$ cat src/common/mid_defs.svh
// Constants for the 14-bit instruction decoder: opcodes, fixed words, addresses, timing.
// Assumes a single clock at 10 MHz used as the oscillator period and one include per unit.
// Contract
// - Byte group 00: op, dest, file address
// - Byte OR and AND affect zero only
// - Decrement; decrement-skip-zero takes one or two
// - Increment; increment-skip-zero takes one or two
// - Rotate left through carry, carry only
// - Rotate right through carry, carry only
// - Bit group 01: clear, set, skip-clear
// - Skip-if-set: one or two, no flags
// - Branches and true tests add NOP cycle
// - Literal OR, AND, add into W
// - Load literal one cycle; return-with-literal two
// - Subtract W from literal, sets C DC Z
// - Literal XOR into W, zero only
// - Fixed word clears watchdog, sets TO PD
// - Fixed word enters standby, sets TO PD
// - Interrupt return two cycles, no flags
// - Plain return two cycles, no flags
// - Port read-modify-write sources pin levels
// - Timer write clears assigned prescaler; the decoder does not clear it for a move from W to file
// - Dest bit zero to W, one to file
// - File field spans whole register range
// - Instruction cycle is four oscillator periods
`ifndef MID_DEFS_SVH
`define MID_DEFS_SVH

`define MID_GRP_BYTE        2'h0
`define MID_GRP_BIT         2'h1
`define MID_GRP_BRANCH      2'h2
`define MID_GRP_LIT         2'h3

`define MID_BOP_MOVE_CTRL   4'h0
`define MID_BOP_CLEAR       4'h1
`define MID_BOP_SUB         4'h2
`define MID_BOP_DEC         4'h3
`define MID_BOP_OR          4'h4
`define MID_BOP_AND         4'h5
`define MID_BOP_XOR         4'h6
`define MID_BOP_ADD         4'h7
`define MID_BOP_MOVE        4'h8
`define MID_BOP_COMP        4'h9
`define MID_BOP_INC         4'hA
`define MID_BOP_DEC_SKIP    4'hB
`define MID_BOP_ROT_RIGHT   4'hC
`define MID_BOP_ROT_LEFT    4'hD
`define MID_BOP_SWAP        4'hE
`define MID_BOP_INC_SKIP    4'hF

`define MID_BIT_CLEAR       2'h0
`define MID_BIT_SET         2'h1
`define MID_BIT_SKIP_CLR    2'h2
`define MID_BIT_SKIP_SET    2'h3

`define MID_LIT_LOAD_HI     2'h0
`define MID_LIT_RET_HI      2'h1
`define MID_LIT_SUB_HI      3'h6
`define MID_LIT_ADD_HI      3'h7
`define MID_LIT_OR          4'h8
`define MID_LIT_AND         4'h9
`define MID_LIT_XOR         4'hA

`define MID_LOW_RETURN      7'h08
`define MID_LOW_INT_RET     7'h09
`define MID_LOW_STANDBY     7'h63
`define MID_LOW_WDT_CLEAR   7'h64
`define MID_NOP_LOW         5'h00

`define MID_AFFECT_NONE     5'h00
`define MID_AFFECT_Z        5'h04
`define MID_AFFECT_C        5'h10
`define MID_AFFECT_CDZ      5'h1C
`define MID_AFFECT_TP       5'h03

`define MID_TIMER_ZERO_ADDR 7'h01
`define MID_PORT_FIRST      7'h05
`define MID_PORT_LAST       7'h09

`define MID_PHASE_FIRST     2'h0
`define MID_PHASE_PRE       2'h2
`define MID_PHASE_LAST      2'h3
`define MID_PHASE_STEP      2'h1

`endif

$ cat src/common/mid_pkg.sv
// Types shared by the instruction decoder: operations, fields, control word, states.
// Assumes mid_defs.svh for the numeric constants.
package mid_pkg;

  typedef enum logic [5:0] {
    OP_NOP = 6'h00, OP_ADD_W_TO_FILE = 6'h01, OP_AND_W_WITH_FILE = 6'h02, OP_CLEAR_FILE = 6'h03,
    OP_CLEAR_W = 6'h04, OP_COMPLEMENT = 6'h05, OP_DECREMENT_FILE = 6'h06, OP_DECREMENT_SKIP_ZERO = 6'h07,
    OP_INCREMENT_FILE = 6'h08, OP_INCREMENT_SKIP_ZERO = 6'h09, OP_OR_W_WITH_FILE = 6'h0A, OP_MOVE_FILE = 6'h0B,
    OP_MOVE_W_TO_FILE = 6'h0C, OP_ROTATE_LEFT_CARRY = 6'h0D, OP_ROTATE_RIGHT_CARRY = 6'h0E,
    OP_SUB_W_FROM_FILE = 6'h0F, OP_SWAP_NIBBLES = 6'h10, OP_XOR_W_WITH_FILE = 6'h11, OP_BIT_CLEAR = 6'h12,
    OP_BIT_SET = 6'h13, OP_SKIP_IF_BIT_CLEAR = 6'h14, OP_SKIP_IF_BIT_SET = 6'h15, OP_ADD_LITERAL = 6'h16,
    OP_AND_LITERAL = 6'h17, OP_CALL = 6'h18, OP_WATCHDOG_CLEAR = 6'h19, OP_JUMP = 6'h1A,
    OP_OR_LITERAL = 6'h1B, OP_LOAD_LITERAL = 6'h1C, OP_INTERRUPT_RETURN = 6'h1D,
    OP_RETURN_WITH_LITERAL = 6'h1E, OP_RETURN = 6'h1F, OP_STANDBY = 6'h20, OP_SUB_FROM_LITERAL = 6'h21,
    OP_XOR_LITERAL = 6'h22
  } mid_op_t;

  typedef enum logic {
    ST_EXEC  = 1'h0,
    ST_FLUSH = 1'h1
  } mid_state_t;

  typedef struct packed {
    logic carry;
    logic digit_carry_flag;
    logic zero;
    logic timeout_flag;
    logic powerdown_flag;
  } mid_flags_t;

  typedef struct packed {
    logic [1:0]  group;
    logic [3:0]  byte_op;
    logic        dest;
    logic [6:0]  file_addr;
    logic [1:0]  bit_op;
    logic [2:0]  bit_index;
    logic [3:0]  lit_sel;
    logic [7:0]  literal;
    logic        branch_jump;
    logic [10:0] target;
  } mid_fields_t;

  typedef struct packed {
    mid_op_t     op;
    logic        dest_file;
    logic [6:0]  file_addr;
    logic [2:0]  bit_index;
    logic [7:0]  literal;
    logic [10:0] target;
    mid_flags_t  affects;
    logic        two_cycle;
    logic        skip_test;
    logic        reads_file;
    logic        writes_file;
  } mid_ctrl_t;

endpackage

$ cat src/rtl/mid_decoder.sv
// Instruction decoder: turns fetched 14-bit words into control for the core datapath.
// Assumes program memory presents the next word by the last period of each cycle, and
// the datapath reports result_zero and tested_bit during the executing cycle.
`include "mid_defs.svh"

module mid_decoder (
  input  wire logic                 clock,
  input  wire logic                 nrst,
  input  wire logic [13:0]          instr_word,
  input  wire logic                 result_zero,
  input  wire logic                 tested_bit,
  input  wire logic                 prescaler_on_timer,
  output mid_pkg::mid_ctrl_t        ctrl,
  output logic                      flush_cycle,
  output logic      [1:0]           cycle_phase,
  output logic                      cycle_start,
  output logic                      pin_source,
  output logic                      prescaler_clear,
  output logic                      illegal_op
);

  mid_pkg::mid_fields_t fld;
  mid_pkg::mid_ctrl_t   dec;
  mid_pkg::mid_ctrl_t   next_ctrl;
  mid_pkg::mid_state_t  state;
  mid_pkg::mid_state_t  next_state;
  logic                 dec_illegal;
  logic                 next_flush;
  logic                 next_pin_source;
  logic                 next_prescaler_clear;
  logic                 next_illegal;
  logic                 skip_hit;
  logic                 take;
  logic                 last_phase;
  logic                 latch;
  logic                 port_hit;
  logic                 timer_hit;

  mid_field_split u_split (
    .word   (instr_word),
    .fields (fld)
  );

  mid_phase_counter u_phase (
    .clock (clock),
    .nrst  (nrst),
    .phase (cycle_phase),
    .start (cycle_start)
  );

  //////////////////////////////////////////////////////////////////////////////
  // Word decode
  always_comb begin
    dec             = '0;
    dec_illegal     = 1'b0;
    dec.file_addr   = fld.file_addr;
    dec.bit_index   = fld.bit_index;
    dec.literal     = fld.literal;
    dec.target      = fld.target;
    dec.dest_file   = fld.dest;
    if (fld.group == `MID_GRP_BYTE) begin
      dec.reads_file  = 1'b1;
      dec.writes_file = fld.dest;
      case (fld.byte_op)
        `MID_BOP_MOVE_CTRL: begin
          dec.reads_file  = 1'b0;
          if (fld.dest) begin
            dec.op = mid_pkg::OP_MOVE_W_TO_FILE;
          end else if (fld.file_addr == `MID_LOW_RETURN) begin
            dec.op        = mid_pkg::OP_RETURN;
            dec.two_cycle = 1'b1;
          end else if (fld.file_addr == `MID_LOW_INT_RET) begin
            dec.op        = mid_pkg::OP_INTERRUPT_RETURN;
            dec.two_cycle = 1'b1;
          end else if (fld.file_addr == `MID_LOW_WDT_CLEAR) begin
            dec.op      = mid_pkg::OP_WATCHDOG_CLEAR;
            dec.affects = mid_pkg::mid_flags_t'(`MID_AFFECT_TP);
          end else if (fld.file_addr == `MID_LOW_STANDBY) begin
            dec.op      = mid_pkg::OP_STANDBY;
            dec.affects = mid_pkg::mid_flags_t'(`MID_AFFECT_TP);
          end else if (fld.file_addr[4:0] == `MID_NOP_LOW) begin
            dec.op = mid_pkg::OP_NOP;
          end else begin
            dec_illegal = 1'b1;
          end
        end
        `MID_BOP_CLEAR: begin
          dec.reads_file = 1'b0;
          dec.op         = fld.dest ? mid_pkg::OP_CLEAR_FILE : mid_pkg::OP_CLEAR_W;
          dec.affects    = mid_pkg::mid_flags_t'(`MID_AFFECT_Z);
        end
        `MID_BOP_SUB: begin
          dec.op      = mid_pkg::OP_SUB_W_FROM_FILE;
          dec.affects = mid_pkg::mid_flags_t'(`MID_AFFECT_CDZ);
        end
        `MID_BOP_DEC: begin
          dec.op      = mid_pkg::OP_DECREMENT_FILE;
          dec.affects = mid_pkg::mid_flags_t'(`MID_AFFECT_Z);
        end
        `MID_BOP_OR: begin
          dec.op      = mid_pkg::OP_OR_W_WITH_FILE;
          dec.affects = mid_pkg::mid_flags_t'(`MID_AFFECT_Z);
        end
        `MID_BOP_AND: begin
          dec.op      = mid_pkg::OP_AND_W_WITH_FILE;
          dec.affects = mid_pkg::mid_flags_t'(`MID_AFFECT_Z);
        end
        `MID_BOP_XOR: begin
          dec.op      = mid_pkg::OP_XOR_W_WITH_FILE;
          dec.affects = mid_pkg::mid_flags_t'(`MID_AFFECT_Z);
        end
        `MID_BOP_ADD: begin
          dec.op      = mid_pkg::OP_ADD_W_TO_FILE;
          dec.affects = mid_pkg::mid_flags_t'(`MID_AFFECT_CDZ);
        end
        `MID_BOP_MOVE: begin
          dec.op      = mid_pkg::OP_MOVE_FILE;
          dec.affects = mid_pkg::mid_flags_t'(`MID_AFFECT_Z);
        end
        `MID_BOP_COMP: begin
          dec.op      = mid_pkg::OP_COMPLEMENT;
          dec.affects = mid_pkg::mid_flags_t'(`MID_AFFECT_Z);
        end
        `MID_BOP_INC: begin
          dec.op      = mid_pkg::OP_INCREMENT_FILE;
          dec.affects = mid_pkg::mid_flags_t'(`MID_AFFECT_Z);
        end
        `MID_BOP_DEC_SKIP: begin
          dec.op        = mid_pkg::OP_DECREMENT_SKIP_ZERO;
          dec.skip_test = 1'b1;
        end
        `MID_BOP_ROT_RIGHT: begin
          dec.op      = mid_pkg::OP_ROTATE_RIGHT_CARRY;
          dec.affects = mid_pkg::mid_flags_t'(`MID_AFFECT_C);
        end
        `MID_BOP_ROT_LEFT: begin
          dec.op      = mid_pkg::OP_ROTATE_LEFT_CARRY;
          dec.affects = mid_pkg::mid_flags_t'(`MID_AFFECT_C);
        end
        `MID_BOP_SWAP: begin
          dec.op = mid_pkg::OP_SWAP_NIBBLES;
        end
        default: begin
          dec.op        = mid_pkg::OP_INCREMENT_SKIP_ZERO;
          dec.skip_test = 1'b1;
        end
      endcase
    end else if (fld.group == `MID_GRP_BIT) begin
      dec.reads_file = 1'b1;
      dec.dest_file  = 1'b1;
      case (fld.bit_op)
        `MID_BIT_CLEAR: begin
          dec.op          = mid_pkg::OP_BIT_CLEAR;
          dec.writes_file = 1'b1;
        end
        `MID_BIT_SET: begin
          dec.op          = mid_pkg::OP_BIT_SET;
          dec.writes_file = 1'b1;
        end
        `MID_BIT_SKIP_CLR: begin
          dec.op        = mid_pkg::OP_SKIP_IF_BIT_CLEAR;
          dec.skip_test = 1'b1;
        end
        default: begin
          dec.op        = mid_pkg::OP_SKIP_IF_BIT_SET;
          dec.skip_test = 1'b1;
        end
      endcase
    end else if (fld.group == `MID_GRP_BRANCH) begin
      dec.two_cycle = 1'b1;
      dec.op        = fld.branch_jump ? mid_pkg::OP_JUMP : mid_pkg::OP_CALL;
    end else begin
      if (fld.lit_sel[3:2] == `MID_LIT_LOAD_HI) begin
        dec.op = mid_pkg::OP_LOAD_LITERAL;
      end else if (fld.lit_sel[3:2] == `MID_LIT_RET_HI) begin
        dec.op        = mid_pkg::OP_RETURN_WITH_LITERAL;
        dec.two_cycle = 1'b1;
      end else if (fld.lit_sel[3:1] == `MID_LIT_ADD_HI) begin
        dec.op      = mid_pkg::OP_ADD_LITERAL;
        dec.affects = mid_pkg::mid_flags_t'(`MID_AFFECT_CDZ);
      end else if (fld.lit_sel[3:1] == `MID_LIT_SUB_HI) begin
        dec.op      = mid_pkg::OP_SUB_FROM_LITERAL;
        dec.affects = mid_pkg::mid_flags_t'(`MID_AFFECT_CDZ);
      end else if (fld.lit_sel == `MID_LIT_OR) begin
        dec.op      = mid_pkg::OP_OR_LITERAL;
        dec.affects = mid_pkg::mid_flags_t'(`MID_AFFECT_Z);
      end else if (fld.lit_sel == `MID_LIT_AND) begin
        dec.op      = mid_pkg::OP_AND_LITERAL;
        dec.affects = mid_pkg::mid_flags_t'(`MID_AFFECT_Z);
      end else if (fld.lit_sel == `MID_LIT_XOR) begin
        dec.op      = mid_pkg::OP_XOR_LITERAL;
        dec.affects = mid_pkg::mid_flags_t'(`MID_AFFECT_Z);
      end else begin
        dec_illegal = 1'b1;
      end
    end
  end

  //////////////////////////////////////////////////////////////////////////////
  // Skip and branch sequencing
  always_comb begin
    skip_hit = 1'b0;
    case (ctrl.op)
      mid_pkg::OP_DECREMENT_SKIP_ZERO: skip_hit = result_zero;
      mid_pkg::OP_INCREMENT_SKIP_ZERO: skip_hit = result_zero;
      mid_pkg::OP_SKIP_IF_BIT_CLEAR:   skip_hit = !tested_bit;
      mid_pkg::OP_SKIP_IF_BIT_SET:     skip_hit = tested_bit;
      default:                         skip_hit = 1'b0;
    endcase
  end

  assign take       = (state == mid_pkg::ST_EXEC) && (ctrl.two_cycle || (ctrl.skip_test && skip_hit));
  assign last_phase = (cycle_phase == `MID_PHASE_LAST);
  assign latch      = last_phase && !take;
  assign port_hit   = (dec.file_addr >= `MID_PORT_FIRST) && (dec.file_addr <= `MID_PORT_LAST);
  assign timer_hit  = (ctrl.file_addr == `MID_TIMER_ZERO_ADDR);

  always_comb begin
    next_state           = state;
    next_ctrl            = ctrl;
    next_flush           = flush_cycle;
    next_pin_source      = pin_source;
    next_illegal         = illegal_op;
    next_prescaler_clear = (cycle_phase == `MID_PHASE_PRE) && (state == mid_pkg::ST_EXEC) && timer_hit &&
                           prescaler_on_timer && ctrl.writes_file &&
                           (ctrl.op != mid_pkg::OP_MOVE_W_TO_FILE);
    if (last_phase) begin
      if (take) begin
        next_state      = mid_pkg::ST_FLUSH;
        next_ctrl       = '0;
        next_flush      = 1'b1;
        next_pin_source = 1'b0;
        next_illegal    = 1'b0;
      end else begin
        next_state      = mid_pkg::ST_EXEC;
        next_ctrl       = dec;
        next_flush      = 1'b0;
        next_pin_source = dec.reads_file && dec.writes_file && port_hit;
        next_illegal    = dec_illegal;
      end
    end
  end

  always_ff @(posedge clock) begin
    if (!nrst) begin
      state           <= mid_pkg::ST_EXEC;
      ctrl            <= '0;
      flush_cycle     <= 1'b0;
      pin_source      <= 1'b0;
      prescaler_clear <= 1'b0;
      illegal_op      <= 1'b0;
    end else begin
      state           <= next_state;
      ctrl            <= next_ctrl;
      flush_cycle     <= next_flush;
      pin_source      <= next_pin_source;
      prescaler_clear <= next_prescaler_clear;
      illegal_op      <= next_illegal;
    end
  end

  //////////////////////////////////////////////////////////////////////////////
  // Checks
  a_add_decode: assert property (@(posedge clock) disable iff (!nrst)
    (latch && instr_word[13:8] == 6'h07) |=> (ctrl.op == mid_pkg::OP_ADD_W_TO_FILE) &&
      (ctrl.affects == mid_pkg::mid_flags_t'(`MID_AFFECT_CDZ)) && (ctrl.writes_file == $past(instr_word[7])))
    else $error("add decode wrong");

  a_or_zero_only: assert property (@(posedge clock) disable iff (!nrst)
    (latch && instr_word[13:8] == 6'h04) |=> (ctrl.op == mid_pkg::OP_OR_W_WITH_FILE) &&
      (ctrl.affects == mid_pkg::mid_flags_t'(`MID_AFFECT_Z)) && !ctrl.two_cycle)
    else $error("or decode wrong");

  a_dec_skip_taken: assert property (@(posedge clock) disable iff (!nrst)
    (last_phase && state == mid_pkg::ST_EXEC && ctrl.op == mid_pkg::OP_DECREMENT_SKIP_ZERO && result_zero)
      |=> flush_cycle [*4] ##1 !flush_cycle)
    else $error("decrement skip not taken");

  a_inc_no_skip: assert property (@(posedge clock) disable iff (!nrst)
    (last_phase && ctrl.op == mid_pkg::OP_INCREMENT_SKIP_ZERO && !result_zero) |=> !flush_cycle)
    else $error("increment skip taken wrongly");

  a_rotate_carry: assert property (@(posedge clock) disable iff (!nrst)
    (ctrl.op == mid_pkg::OP_ROTATE_LEFT_CARRY || ctrl.op == mid_pkg::OP_ROTATE_RIGHT_CARRY)
      |-> (ctrl.affects == mid_pkg::mid_flags_t'(`MID_AFFECT_C)))
    else $error("rotate flags wrong");

  a_bit_skip_clr: assert property (@(posedge clock) disable iff (!nrst)
    (last_phase && ctrl.op == mid_pkg::OP_SKIP_IF_BIT_CLEAR) |=> (flush_cycle == !$past(tested_bit)))
    else $error("skip on clear wrong");

  a_skip_set_flags: assert property (@(posedge clock) disable iff (!nrst)
    (ctrl.op == mid_pkg::OP_SKIP_IF_BIT_SET) |-> (ctrl.affects == '0) && ctrl.skip_test)
    else $error("skip on set flags wrong");

  a_branch_nop: assert property (@(posedge clock) disable iff (!nrst)
    (last_phase && state == mid_pkg::ST_EXEC && ctrl.two_cycle)
      |=> (flush_cycle && ctrl.op == mid_pkg::OP_NOP) [*4] ##1 !flush_cycle)
    else $error("branch nop cycle wrong");

  a_wdt_clear: assert property (@(posedge clock) disable iff (!nrst)
    (latch && instr_word == 14'h0064) |=> (ctrl.op == mid_pkg::OP_WATCHDOG_CLEAR) &&
      (ctrl.affects == mid_pkg::mid_flags_t'(`MID_AFFECT_TP)))
    else $error("watchdog clear decode wrong");

  a_int_return: assert property (@(posedge clock) disable iff (!nrst)
    (latch && instr_word == 14'h0009) |=> (ctrl.op == mid_pkg::OP_INTERRUPT_RETURN) && ctrl.two_cycle &&
      (ctrl.affects == '0))
    else $error("interrupt return decode wrong");

  a_pin_source: assert property (@(posedge clock) disable iff (!nrst)
    pin_source |-> ctrl.reads_file && ctrl.writes_file && (ctrl.file_addr >= `MID_PORT_FIRST) &&
      (ctrl.file_addr <= `MID_PORT_LAST))
    else $error("pin source outside port");

  a_prescaler_clr: assert property (@(posedge clock) disable iff (!nrst)
    prescaler_clear |-> (cycle_phase == `MID_PHASE_LAST) && (ctrl.file_addr == `MID_TIMER_ZERO_ADDR) &&
      ctrl.writes_file && $past(prescaler_on_timer))
    else $error("prescaler clear wrong");

  a_cycle_four: assert property (@(posedge clock) disable iff (!nrst)
    cycle_start |=> !cycle_start [*3] ##1 cycle_start)
    else $error("cycle not four periods");

  a_load_dont_care: assert property (@(posedge clock) disable iff (!nrst)
    (latch && instr_word[13:10] == 4'hC) |=> (ctrl.op == mid_pkg::OP_LOAD_LITERAL) &&
      (ctrl.literal == $past(instr_word[7:0])))
    else $error("load literal decode wrong");

endmodule // mid_decoder

$ cat src/rtl/mid_field_split.sv
// Splits a 14-bit instruction word into its operand fields.
// Assumes the word is stable from program memory on the decoder clock.
module mid_field_split (
  input  wire logic [13:0]          word,
  output mid_pkg::mid_fields_t      fields
);

  always_comb begin
    fields             = '0;
    fields.group       = word[13:12];
    fields.byte_op     = word[11:8];
    fields.dest        = word[7];
    fields.file_addr   = word[6:0];
    fields.bit_op      = word[11:10];
    fields.bit_index   = word[9:7];
    fields.lit_sel     = word[11:8];
    fields.literal     = word[7:0];
    fields.branch_jump = word[11];
    fields.target      = word[10:0];
  end

endmodule // mid_field_split

$ cat src/rtl/mid_phase_counter.sv
// Counts the four oscillator periods of one instruction cycle.
// Assumes the clock is the oscillator and a synchronous active-low reset.
`include "mid_defs.svh"

module mid_phase_counter (
  input  wire logic       clock,
  input  wire logic       nrst,
  output logic      [1:0] phase,
  output logic            start
);

  logic [1:0] next_phase;
  logic       next_start;

  always_comb begin
    next_phase = phase + `MID_PHASE_STEP;
    next_start = (phase == `MID_PHASE_LAST);
  end

  always_ff @(posedge clock) begin
    if (!nrst) begin
      phase <= `MID_PHASE_LAST;
      start <= 1'b0;
    end else begin
      phase <= next_phase;
      start <= next_start;
    end
  end

endmodule // mid_phase_counter

$ cat config.mk
export PLATFORM = sky130hd
export DESIGN_NAME = mid_decoder
export DESIGN_NICKNAME = d
export VERILOG_FILES = /design/src/common/mid_pkg.sv /design/src/rtl/mid_decoder.sv /design/src/rtl/mid_field_split.sv /design/src/rtl/mid_phase_counter.sv
export VERILOG_INCLUDE_DIRS = /design/src /design/src/common
export SDC_FILE = /design/constraint.sdc
export NUM_CORES = 1
export LEC_CHECK = 0
export ABC_CLOCK_PERIOD_IN_PS = 1800
export BUFFER_PORTS_ARGS = -buffer_cell sky130_fd_sc_hd__buf_2
export CORE_AREA = 2 2 66 68
export CTS_CLUSTER_DIAMETER = 60
export DETAILED_ROUTE_END_ITERATION = 10
export DIE_AREA = 0 0 68 70
export PLACE_DENSITY_LB_ADDON = 0.12
export SETUP_SLACK_MARGIN = 0.02
export SLEW_MARGIN = 10
export SYNTH_ARGS = -nofsm -noshare
export SYNTH_HDL_FRONTEND = slang
export SYNTH_SLANG_ARGS = --single-unit
$ cat constraint.sdc
create_clock -name clock -period 1.8 [get_ports clock]
set_input_delay 0.18 -clock clock [delete_from_list [all_inputs] [get_ports clock]]
set_output_delay 0.18 -clock clock [all_outputs]
set_load 0.02 [all_outputs]
* Word level (Yosys, flattened, before mapping)
Cells that the tools add are included.
** Storage, ports and cells
- Register bits :: 52
- Bits in latches :: 0
- Memory bits (writable) :: 0
- ROM bits :: 0
- Input bits :: 19
- Output and inout port bits :: 52
- Word-level logic and storage cells :: 149
- Memories :: 0
** Cells by class
- Add/sub/neg operators :: 1
- Multiply operators :: 0
- Divide/modulo/power cells :: 0
- Magnitude comparators :: 2
- Eq/ne operators :: 32
- Shift operators :: 0
- Muxes and demuxes :: 69
- Bitwise gates (word level) :: 1
- Reduce and logical (&&, ||, !) cells :: 23
** Operators with widths (number)
- 6-bit two-way mux :: 18
- 6-bit one-hot mux with 15 select lines :: 1
- 45-bit two-way mux :: 1
- 1-bit two-way mux :: 31
- 4-bit equality test, second input constant :: 7
- 5-bit two-way mux :: 4
- 5-bit one-hot mux with 4 select lines :: 1
- 4-bit by 3-bit equality test with 1-bit output, second input constant :: 4
- 3-bit two-way mux :: 5
- 7-bit by 4-bit equality test with 1-bit output, second input constant :: 2
- 7-bit equality test, second input constant :: 2
- 14-bit OR reduction :: 1
- 6-bit by 5-bit equality test with 1-bit output, second input constant :: 2
- 1-bit logical AND :: 10
- 2-bit two-way mux :: 5
- 2-bit OR reduction :: 5
- 9-bit two-way mux :: 1
- 3-bit one-hot mux with 3 select lines :: 1
- 2-bit equality test, second input constant :: 4
- 4-bit by 2-bit equality test with 1-bit output, second input constant :: 2
- 8-bit OR reduction :: 1
- 7-bit by 1-bit equality test with 1-bit output, second input constant :: 1
- 7-bit by 3-bit >= comparator with 1-bit output, second input constant :: 1
- 7-bit by 4-bit <= comparator with 1-bit output, second input constant :: 1
- 14 further kinds :: 17

* Depth between registers and ports, before layout
Gate-level depths: netlist of the first run.
- Depth after elaboration :: 14
- Depth in mapped cells :: 6
- Depth with buffers taken out :: 5

* Cells and area by module
Synthesis of the first run repeated with hierarchy kept, for this count alone.
** Unflattened totals
- Cells, all modules :: 288
- Area, all modules :: 2656.3 sq um
** By module, submodules not included
- mid_decoder :: times used 1, cells each 238, area an instance 2244.7 sq um, seq. area each 960.9 sq um
- mid_field_split :: times used 1, cells each 43, area an instance 322.8 sq um, seq. area each 0.0 sq um
- mid_phase_counter :: times used 1, cells each 7, area an instance 88.8 sq um, seq. area each 60.1 sq um

* Least setup slack after synthesis of the first run
OpenSTA, ideal clock, no wires.
- Path kind :: register -> register
- From :: register ctrl[43] in the netlist's numbering
- To :: register ctrl[28] in the netlist's numbering
- Setup time :: 0.117 ns
- Arrival time :: 1.555 ns
- Data required time :: 1.683 ns
- Setup slack :: 0.128 ns
- Cell stages (with the launch flop) :: 6
- Buffers on the path :: 1
- Period minus slack after synthesis :: 1.672 ns
- Cell sequence :: dfxtp_1 or3b_1 o22ai_2 a41oi_2 buf_2 a22o_1
** On the way
- Longest elaborated chain between the ends :: 7
- Elaborated cells between the ends (all ways) :: 10
- Those cells by class :: 4 x eq/ne; 2 x mux; 4 x reduce/logical
** RTL lines
- start: declaration :: RTL line mid_decoder.sv:13 : output mid_pkg::mid_ctrl_t ctrl,
- start signal: assignment :: RTL line mid_decoder.sv:254 : ctrl <= next_ctrl;
- 6-bit by 4-bit equality test with 1-bit output or 6-bit by 3-bit equality test with 1-bit output (tied branches) :: RTL line mid_decoder.sv:203 : case (ctrl.op)
- 2-bit OR reduction (no line)
- 1-bit one-hot mux with 3 select lines (*) :: RTL line mid_decoder.sv:203
- 1-bit logical AND (*) :: RTL line mid_decoder.sv:212 : assign take = (state == mid_pkg::ST_EXEC) && (ctrl.two_cycle || (ctrl.skip_test && skip_hit));
- 1-bit logical OR (*) :: RTL line mid_decoder.sv:212
- 1-bit logical AND (*) :: RTL line mid_decoder.sv:212
- 45-bit two-way mux (*) :: RTL line mid_decoder.sv:228 : if (take) begin
Mark *: on every way between the ends. The rest lies on a longest branch, timed or not.
A chain may end at the register's enable or synchronous reset.

* Final worst setup path of the first run
- From :: register ctrl[40] in the netlist's numbering
- To :: register ctrl[6] in the netlist's numbering
Same word-level chain as after synthesis.

==> results.sh, run 1 <==
export IMPL_status="finished clean"
export IMPL_final_hold_viol_count=0
export IMPL_die_w_um=68
export IMPL_synth_seq_area_share_pct=33.3
export IMPL_max_stage_delay_ps=400
export IMPL_drive_above_1_share_pct=33.6
export IMPL_cts_resized=0
export IMPL_final_setup_viol_count=0
export IMPL_final_common_cell="buf_2"
export IMPL_clock_latency_ps=280
export IMPL_nNetsFinal=309
export IMPL_endpoint_kind="flip-flop"
export IMPL_ys_warn_count=0
export IMPL_detail_route_antenna_nets=0
export IMPL_cts_root_buf="clkbuf_8"
export IMPL_slew_headroom_pct=71.5
export IMPL_netlist_area_um2=1980
export IMPL_fin_crit_ps=1670
export IMPL_start_util_pct=47.9
export IMPL_min_path_type="in2reg"
export IMPL_die_y_um=70
export IMPL_power_leakage_nw=1.10
export IMPL_gp_congestion=0.854
export IMPL_rsz0062_at_grt="no"
export IMPL_avgSynthCellArea_um2=8.41
export IMPL_period_share_pct=92.7
export IMPL_power_density_nw_per_um2=881
export IMPL_cp_slowest_cell="or3b_1"
export IMPL_cts_tree="yes"
export IMPL_ys_flop_type="dfxtp_1"
export IMPL_drv_cap=0
export IMPL_startpoint_type="flip-flop"
export IMPL_io_buffer_count=70
export IMPL_worstMarginPinSlew_ps=422
export IMPL_cts_setup_buffers=0
export IMPL_diodes=0
export IMPL_die_area_um2=4760
export IMPL_crit_type="reg2reg"
export IMPL_drc=0
export IMPL_seq_area_um2=661
export IMPL_synth_cell_types=59
export IMPL_final_setup_worst_slack_ps=132
export IMPL_syn_nets=257
export IMPL_grt_overflow=0
export IMPL_cp_data_arrival_time_ps=1840
export IMPL_ys_top_cells_by_area="dfxtp_1 (33%), buf_4 (7.2%), a22o_1 (6.6%)"
export IMPL_synth_top_cell_area_share_pct=33.3
export IMPL_synth_largest_area_cell="dfxtp_1"
export IMPL_grt_pass1_wl_um=8030
export IMPL_wire_per_inst_um=14.7
export IMPL_drv_slew=0
export IMPL_cp_required_ps=1970
export IMPL_clk_pin_slew_ps=70
export IMPL_totalWireLength_um=5020
export IMPL_cts_htree_levels=2
export IMPL_fp_row_count=24
export IMPL_path_cells="or3b_1 -> o22ai_2 -> a41oi_2 -> buf_4 -> a32o_1"
export IMPL_fin_tns_setup_ps=0
export IMPL_ir_drop_mv=0.498
export IMPL_fillers=395
export IMPL_grt_usage_pct=21.6
export IMPL_clockBufferDepth=2
export IMPL_cts_buffers=5
export IMPL_async_flop_share_pct=0
export IMPL_grt_pass1_vias=1732
export IMPL_dpl_hpwl_um=3740
export IMPL_crit_fanout=21
export IMPL_syn2layout_area_growth_pct=20.0
export IMPL_max_freq_ghz=0.599
export IMPL_drtIter0Drc=96
export IMPL_ys_ff_latch=33
export IMPL_grt_max_degree=24
export IMPL_multiInputGateArea_um2=1080
export IMPL_finClkSkew_ps=7.31
export IMPL_routed_via_count=1972
export IMPL_synth_edf_count=0
export IMPL_final_cell_mix="buf_2 (70), dfxtp_1 (33), nand2_1 (23), a22o_1 (15), nor2_1 (13)"
export IMPL_cts_sinks=33
export IMPL_via_per_inst=5.78
export IMPL_drtPass1Iterations=4
export IMPL_pin_count=71
export IMPL_core_um2=4140
export IMPL_cts_hold_buf=0
export IMPL_pre_cts_ws_ps=151
export IMPL_antenna_found_initial=0
export IMPL_syn_inst=236
synthesized netlist by cell type, types with 2 or more instances:
master	count
ha_1	2
dfxtp_1	33
buf_1	2
nand2b_1	5
nor2b_1	6
nand3_1	3
inv_1	6
a2bb2oi_1	2
nand3b_1	3
a31oi_1	5
and2_1	2
buf_4	19
o211ai_1	5
nand2_1	23
a21oi_1	6
nor3b_1	4
or2_2	3
nor4_1	3
clkbuf_1	7
o21ai_0	10
mux2i_1	2
nor2_1	13
a22o_1	15
buf_2	7
a32o_1	6
o31ai_1	5
o32ai_1	2
a211oi_1	2
nor3_1	4
nand4_1	2
stage by stage:
step           cells  utilization (%)  area [um2]  hold slack, ps  total power, W
6_report         341             57.5        2380             113         0.00210
5_1_grt          341             57.5        2380             117         0.00221
4_1_cts          341             57.5        2380             113         0.00211
3_5_place_dp     333             54.6        2260             407         0.00139
3_3_place_gp     333             54.6        2260             396         0.00139
2_1_floorplan    236                -        1980             249         0.00125
sequential cells by signal (all words and copies together), names as in the netlist:
name	flops
ctrl	26
illegal_op	1
u_phase.start	1
u_phase.phase	2
state	1
pin_source	1
prescaler_clear	1
logic make-up after synthesis:
kind of cell	synth area share (%)
buffers and inverters	12.6
AO/OA/AOI/OAI	30.1
flip-flops	33.3
multiplexers	1.01
adder cells (fa/ha/maj)	1.26
AND/OR/NAND/NOR	21.2
XOR/XNOR	0.441
critical path: cells and delay by family, from the launching register on:
| family | cells | cell delay [ps] |
|---|---|---|
| compound gates | 3 | 570 |
| buf+inv | 1 | 230 |
| flops | 1 | 350 |
| simple gates | 1 | 400 |
routing by layer:
metal	GRT usage, %	up-vias	part of all wire, %
li1	-	969	-
met1	29.3	910	44
met2	33.1	83	47
met3	4.99	10	7.6
met4	7.56	0	1.7
met5	0	-	0
layout make-up:
class / instances / area share [%]
clock inverter: 1 / 1.26
multi-input combinational: 160 / 45.2
sequential: 33 / 27.7
inverter: 6 / 0.946
timing repair buffer: 82 / 18.5
clock buffer: 7 / 3.63
tap: 52 / 2.73
path summary, 6_finish.rpt:
kind	startpoint	end	slack, ps	cells after the start
worst min register to register	u_phase.phase[0]	u_phase.phase[0]	420	1
worst max-delay path	ctrl[40]	ctrl[6]	130	5
worst min-delay path	nrst	u_phase.phase[1]	110	2
worst max register to register	ctrl[40]	ctrl[6]	130	5
power breakdown:
part / leakage, nW / switching (W) / internal, W
combinational: 0.775 / 0.000338 / 0.000205
sequential: 0.271 / 0.0000474 / 0.000788
clock: 0.0585 / 0.000268 / 0.000451
Note: power is estimated with default switching activity, not from simulation.
==> run 2: changes to the inputs <==
Settings changed: GPL_TIMING_DRIVEN set to 0.
==> run 2 against run 1 <==
Net effect: non-clock buffer count rose by 22; flip-flop and latch count did not move; register-to-register slack got worse by 60 ps.
==> results.sh, run 2 (synthesis gave the netlist of run 1 again) <==
export IMPL_finClkSkew_ps=4.05
export IMPL_hold_start="nrst"
export IMPL_fin_crit_ps=1730
export IMPL_fillers=396
export IMPL_detail_route_antenna_nets=0
export IMPL_clk_pin_slew_ps=70
export IMPL_utilization_pct=60.2
export IMPL_grt_overflow=0
export IMPL_via_per_inst=5.78
export IMPL_power_leakage_nw=1.18
export IMPL_drtIter0Drc=127
export IMPL_drv_slew=0
export IMPL_crit_path_start="ctrl[40]"
export IMPL_largest_reg_flops=26
export IMPL_status="finished clean"
export IMPL_clock_latency_ps=290
export IMPL_drtPass1Iterations=4
export IMPL_power_density_nw_per_um2=842
export IMPL_diodes=0
export IMPL_crit_fanout=10
export IMPL_timing_rr_start="ctrl[40]"
export IMPL_startpoint_type="flip-flop"
export IMPL_final_common_cell="buf_2"
export IMPL_max_freq_ghz=0.579
export IMPL_fin_tns_setup_ps=0
export IMPL_gp_congestion=0.992
export IMPL_cts_buffers=5
export IMPL_start_util_pct=47.9
export IMPL_period_share_pct=96.0
export IMPL_clockBufferDepth=2
export IMPL_antenna_found_initial=0
export IMPL_cts_htree_levels=2
export IMPL_hold_slack_ps=107
export IMPL_routed_via_count=2091
export IMPL_drv_cap=0
export IMPL_dpl_hpwl_um=4110
export IMPL_ir_drop_mv=0.517
export IMPL_finalPower_w=0.00210
export IMPL_crit_type="reg2reg"
export IMPL_drc=0
export IMPL_rsz0062_at_grt="yes"
export IMPL_max_stage_delay_ps=400
export IMPL_grt_max_degree=11
export IMPL_slew_headroom_pct=49.1
export IMPL_grt_pass1_vias=1782
export IMPL_cts_root_buf="clkbuf_8"
export IMPL_worstMarginPinSlew_ps=758
export IMPL_cts_sinks=33
export IMPL_nNetsFinal=331
export IMPL_pin_count=71
export IMPL_cp_required_ps=1980
export IMPL_cp_slowest_cell="or3b_1"
export IMPL_path_cells="or3b_1 -> o22ai_2 -> a41oi_2 -> buf_6 -> a32o_1"
export IMPL_cts_hold_buf=0
export IMPL_io_buffer_count=67
export IMPL_grt_pass1_wl_um=8710
export IMPL_fp_row_count=24
export IMPL_grt_usage_pct=23.8
export IMPL_top_regs="ctrl x26, u_phase.phase x2"
export IMPL_final_setup_viol_count=0
export IMPL_core_um2=4140
export IMPL_totalWireLength_um=5620
export IMPL_min_path_type="in2reg"
export IMPL_die_w_um=68
export IMPL_die_y_um=70
export IMPL_final_cell_mix="buf_2 (73), dfxtp_1 (32), nand2_1 (23), buf_4 (20), a22o_1 (15)"
export IMPL_cts_tree="yes"
export IMPL_syn2layout_area_growth_pct=25.7
export IMPL_drive_above_1_share_pct=36.1
export IMPL_endpoint_kind="flip-flop"
export IMPL_die_area_um2=4760
export IMPL_wire_per_inst_um=15.5
export IMPL_regMostFlops="ctrl"
export IMPL_final_hold_viol_count=0
export IMPL_cp_data_arrival_time_ps=1900
==> run 2: cell count changes in the layout (fill, tap and decap cells not counted), sizes merged <==
cell and delta:
clkbuf +7, clkinv +1, buf +13
==> run 2: path summary, 6_finish.rpt <==
kind | endpoint | slack, ps | cells past startpoint
setup / recovery | ctrl[43] | 70 | 5
hold / removal | u_phase.phase[1] | 110 | 2
setup reg to reg | ctrl[43] | 70 | 5
hold reg to reg | u_phase.phase[0] | 420 | 1
==> run 2: what timing repair did <==
| action | 4_1_cts | 5_1_grt |
|---|---|---|
| setup endpoints to repair | 20 | 23 |
| buffers inserted | 0 | 0 |
| resized for setup | 2 | 2 |
==> run 2: where the power goes <==
part	total, W	internal [W]	switching, W
Sequential	0.000844	0.000788	0.0000560
Clock	0.000671	0.000402	0.000269
Combinational	0.000586	0.000239	0.000347
==> run 2: final cells by class <==
class / count / area, um2 / area share [%]
multi-input cells: 160 / 1070 / 43.0
flip-flops and latches: 33 / 662 / 26.5
repair buffers: 67 / 335 / 13.4
plain buffers: 37 / 233 / 9.33
clock buffers: 5 / 68.8 / 2.76
well taps: 52 / 65.1 / 2.61
clock inverters: 2 / 35.0 / 1.40
inverters: 6 / 22.5 / 0.903
==> run 2: worst max-delay path, delay by kind of cell, from the launching register on <==
| family | cells | cell delay, ps |
|---|---|---|
| buffers and inverters | 1 | 210 |
| AOI/OAI and AO/OA | 3 | 640 |
| DFF | 1 | 370 |
| and+or+nand+nor | 1 | 400 |
==> run 2: through the flow <==
| step | setup WS, ps | cell area, um2 | instances |
|---|---|---|---|
| 3_5_place_dp | -72.8 | 2380 | 355 |
| 2_1_floorplan | 128 | 1980 | 236 |
| 4_1_cts | 26.8 | 2490 | 362 |
| 6_report | 72.8 | 2490 | 362 |
| 3_3_place_gp | -43.7 | 2380 | 355 |
| 5_1_grt | 14.4 | 2490 | 362 |
==> run 2: metal layers <==
metal,GRT usage (%),share of wire (%),vias to the layer above
met5,0,0,-
met4,9.11,2.0,0
met3,5.31,8.0,14
met2,38.3,47,95
met1,30.5,42,967
li1,-,-,1015
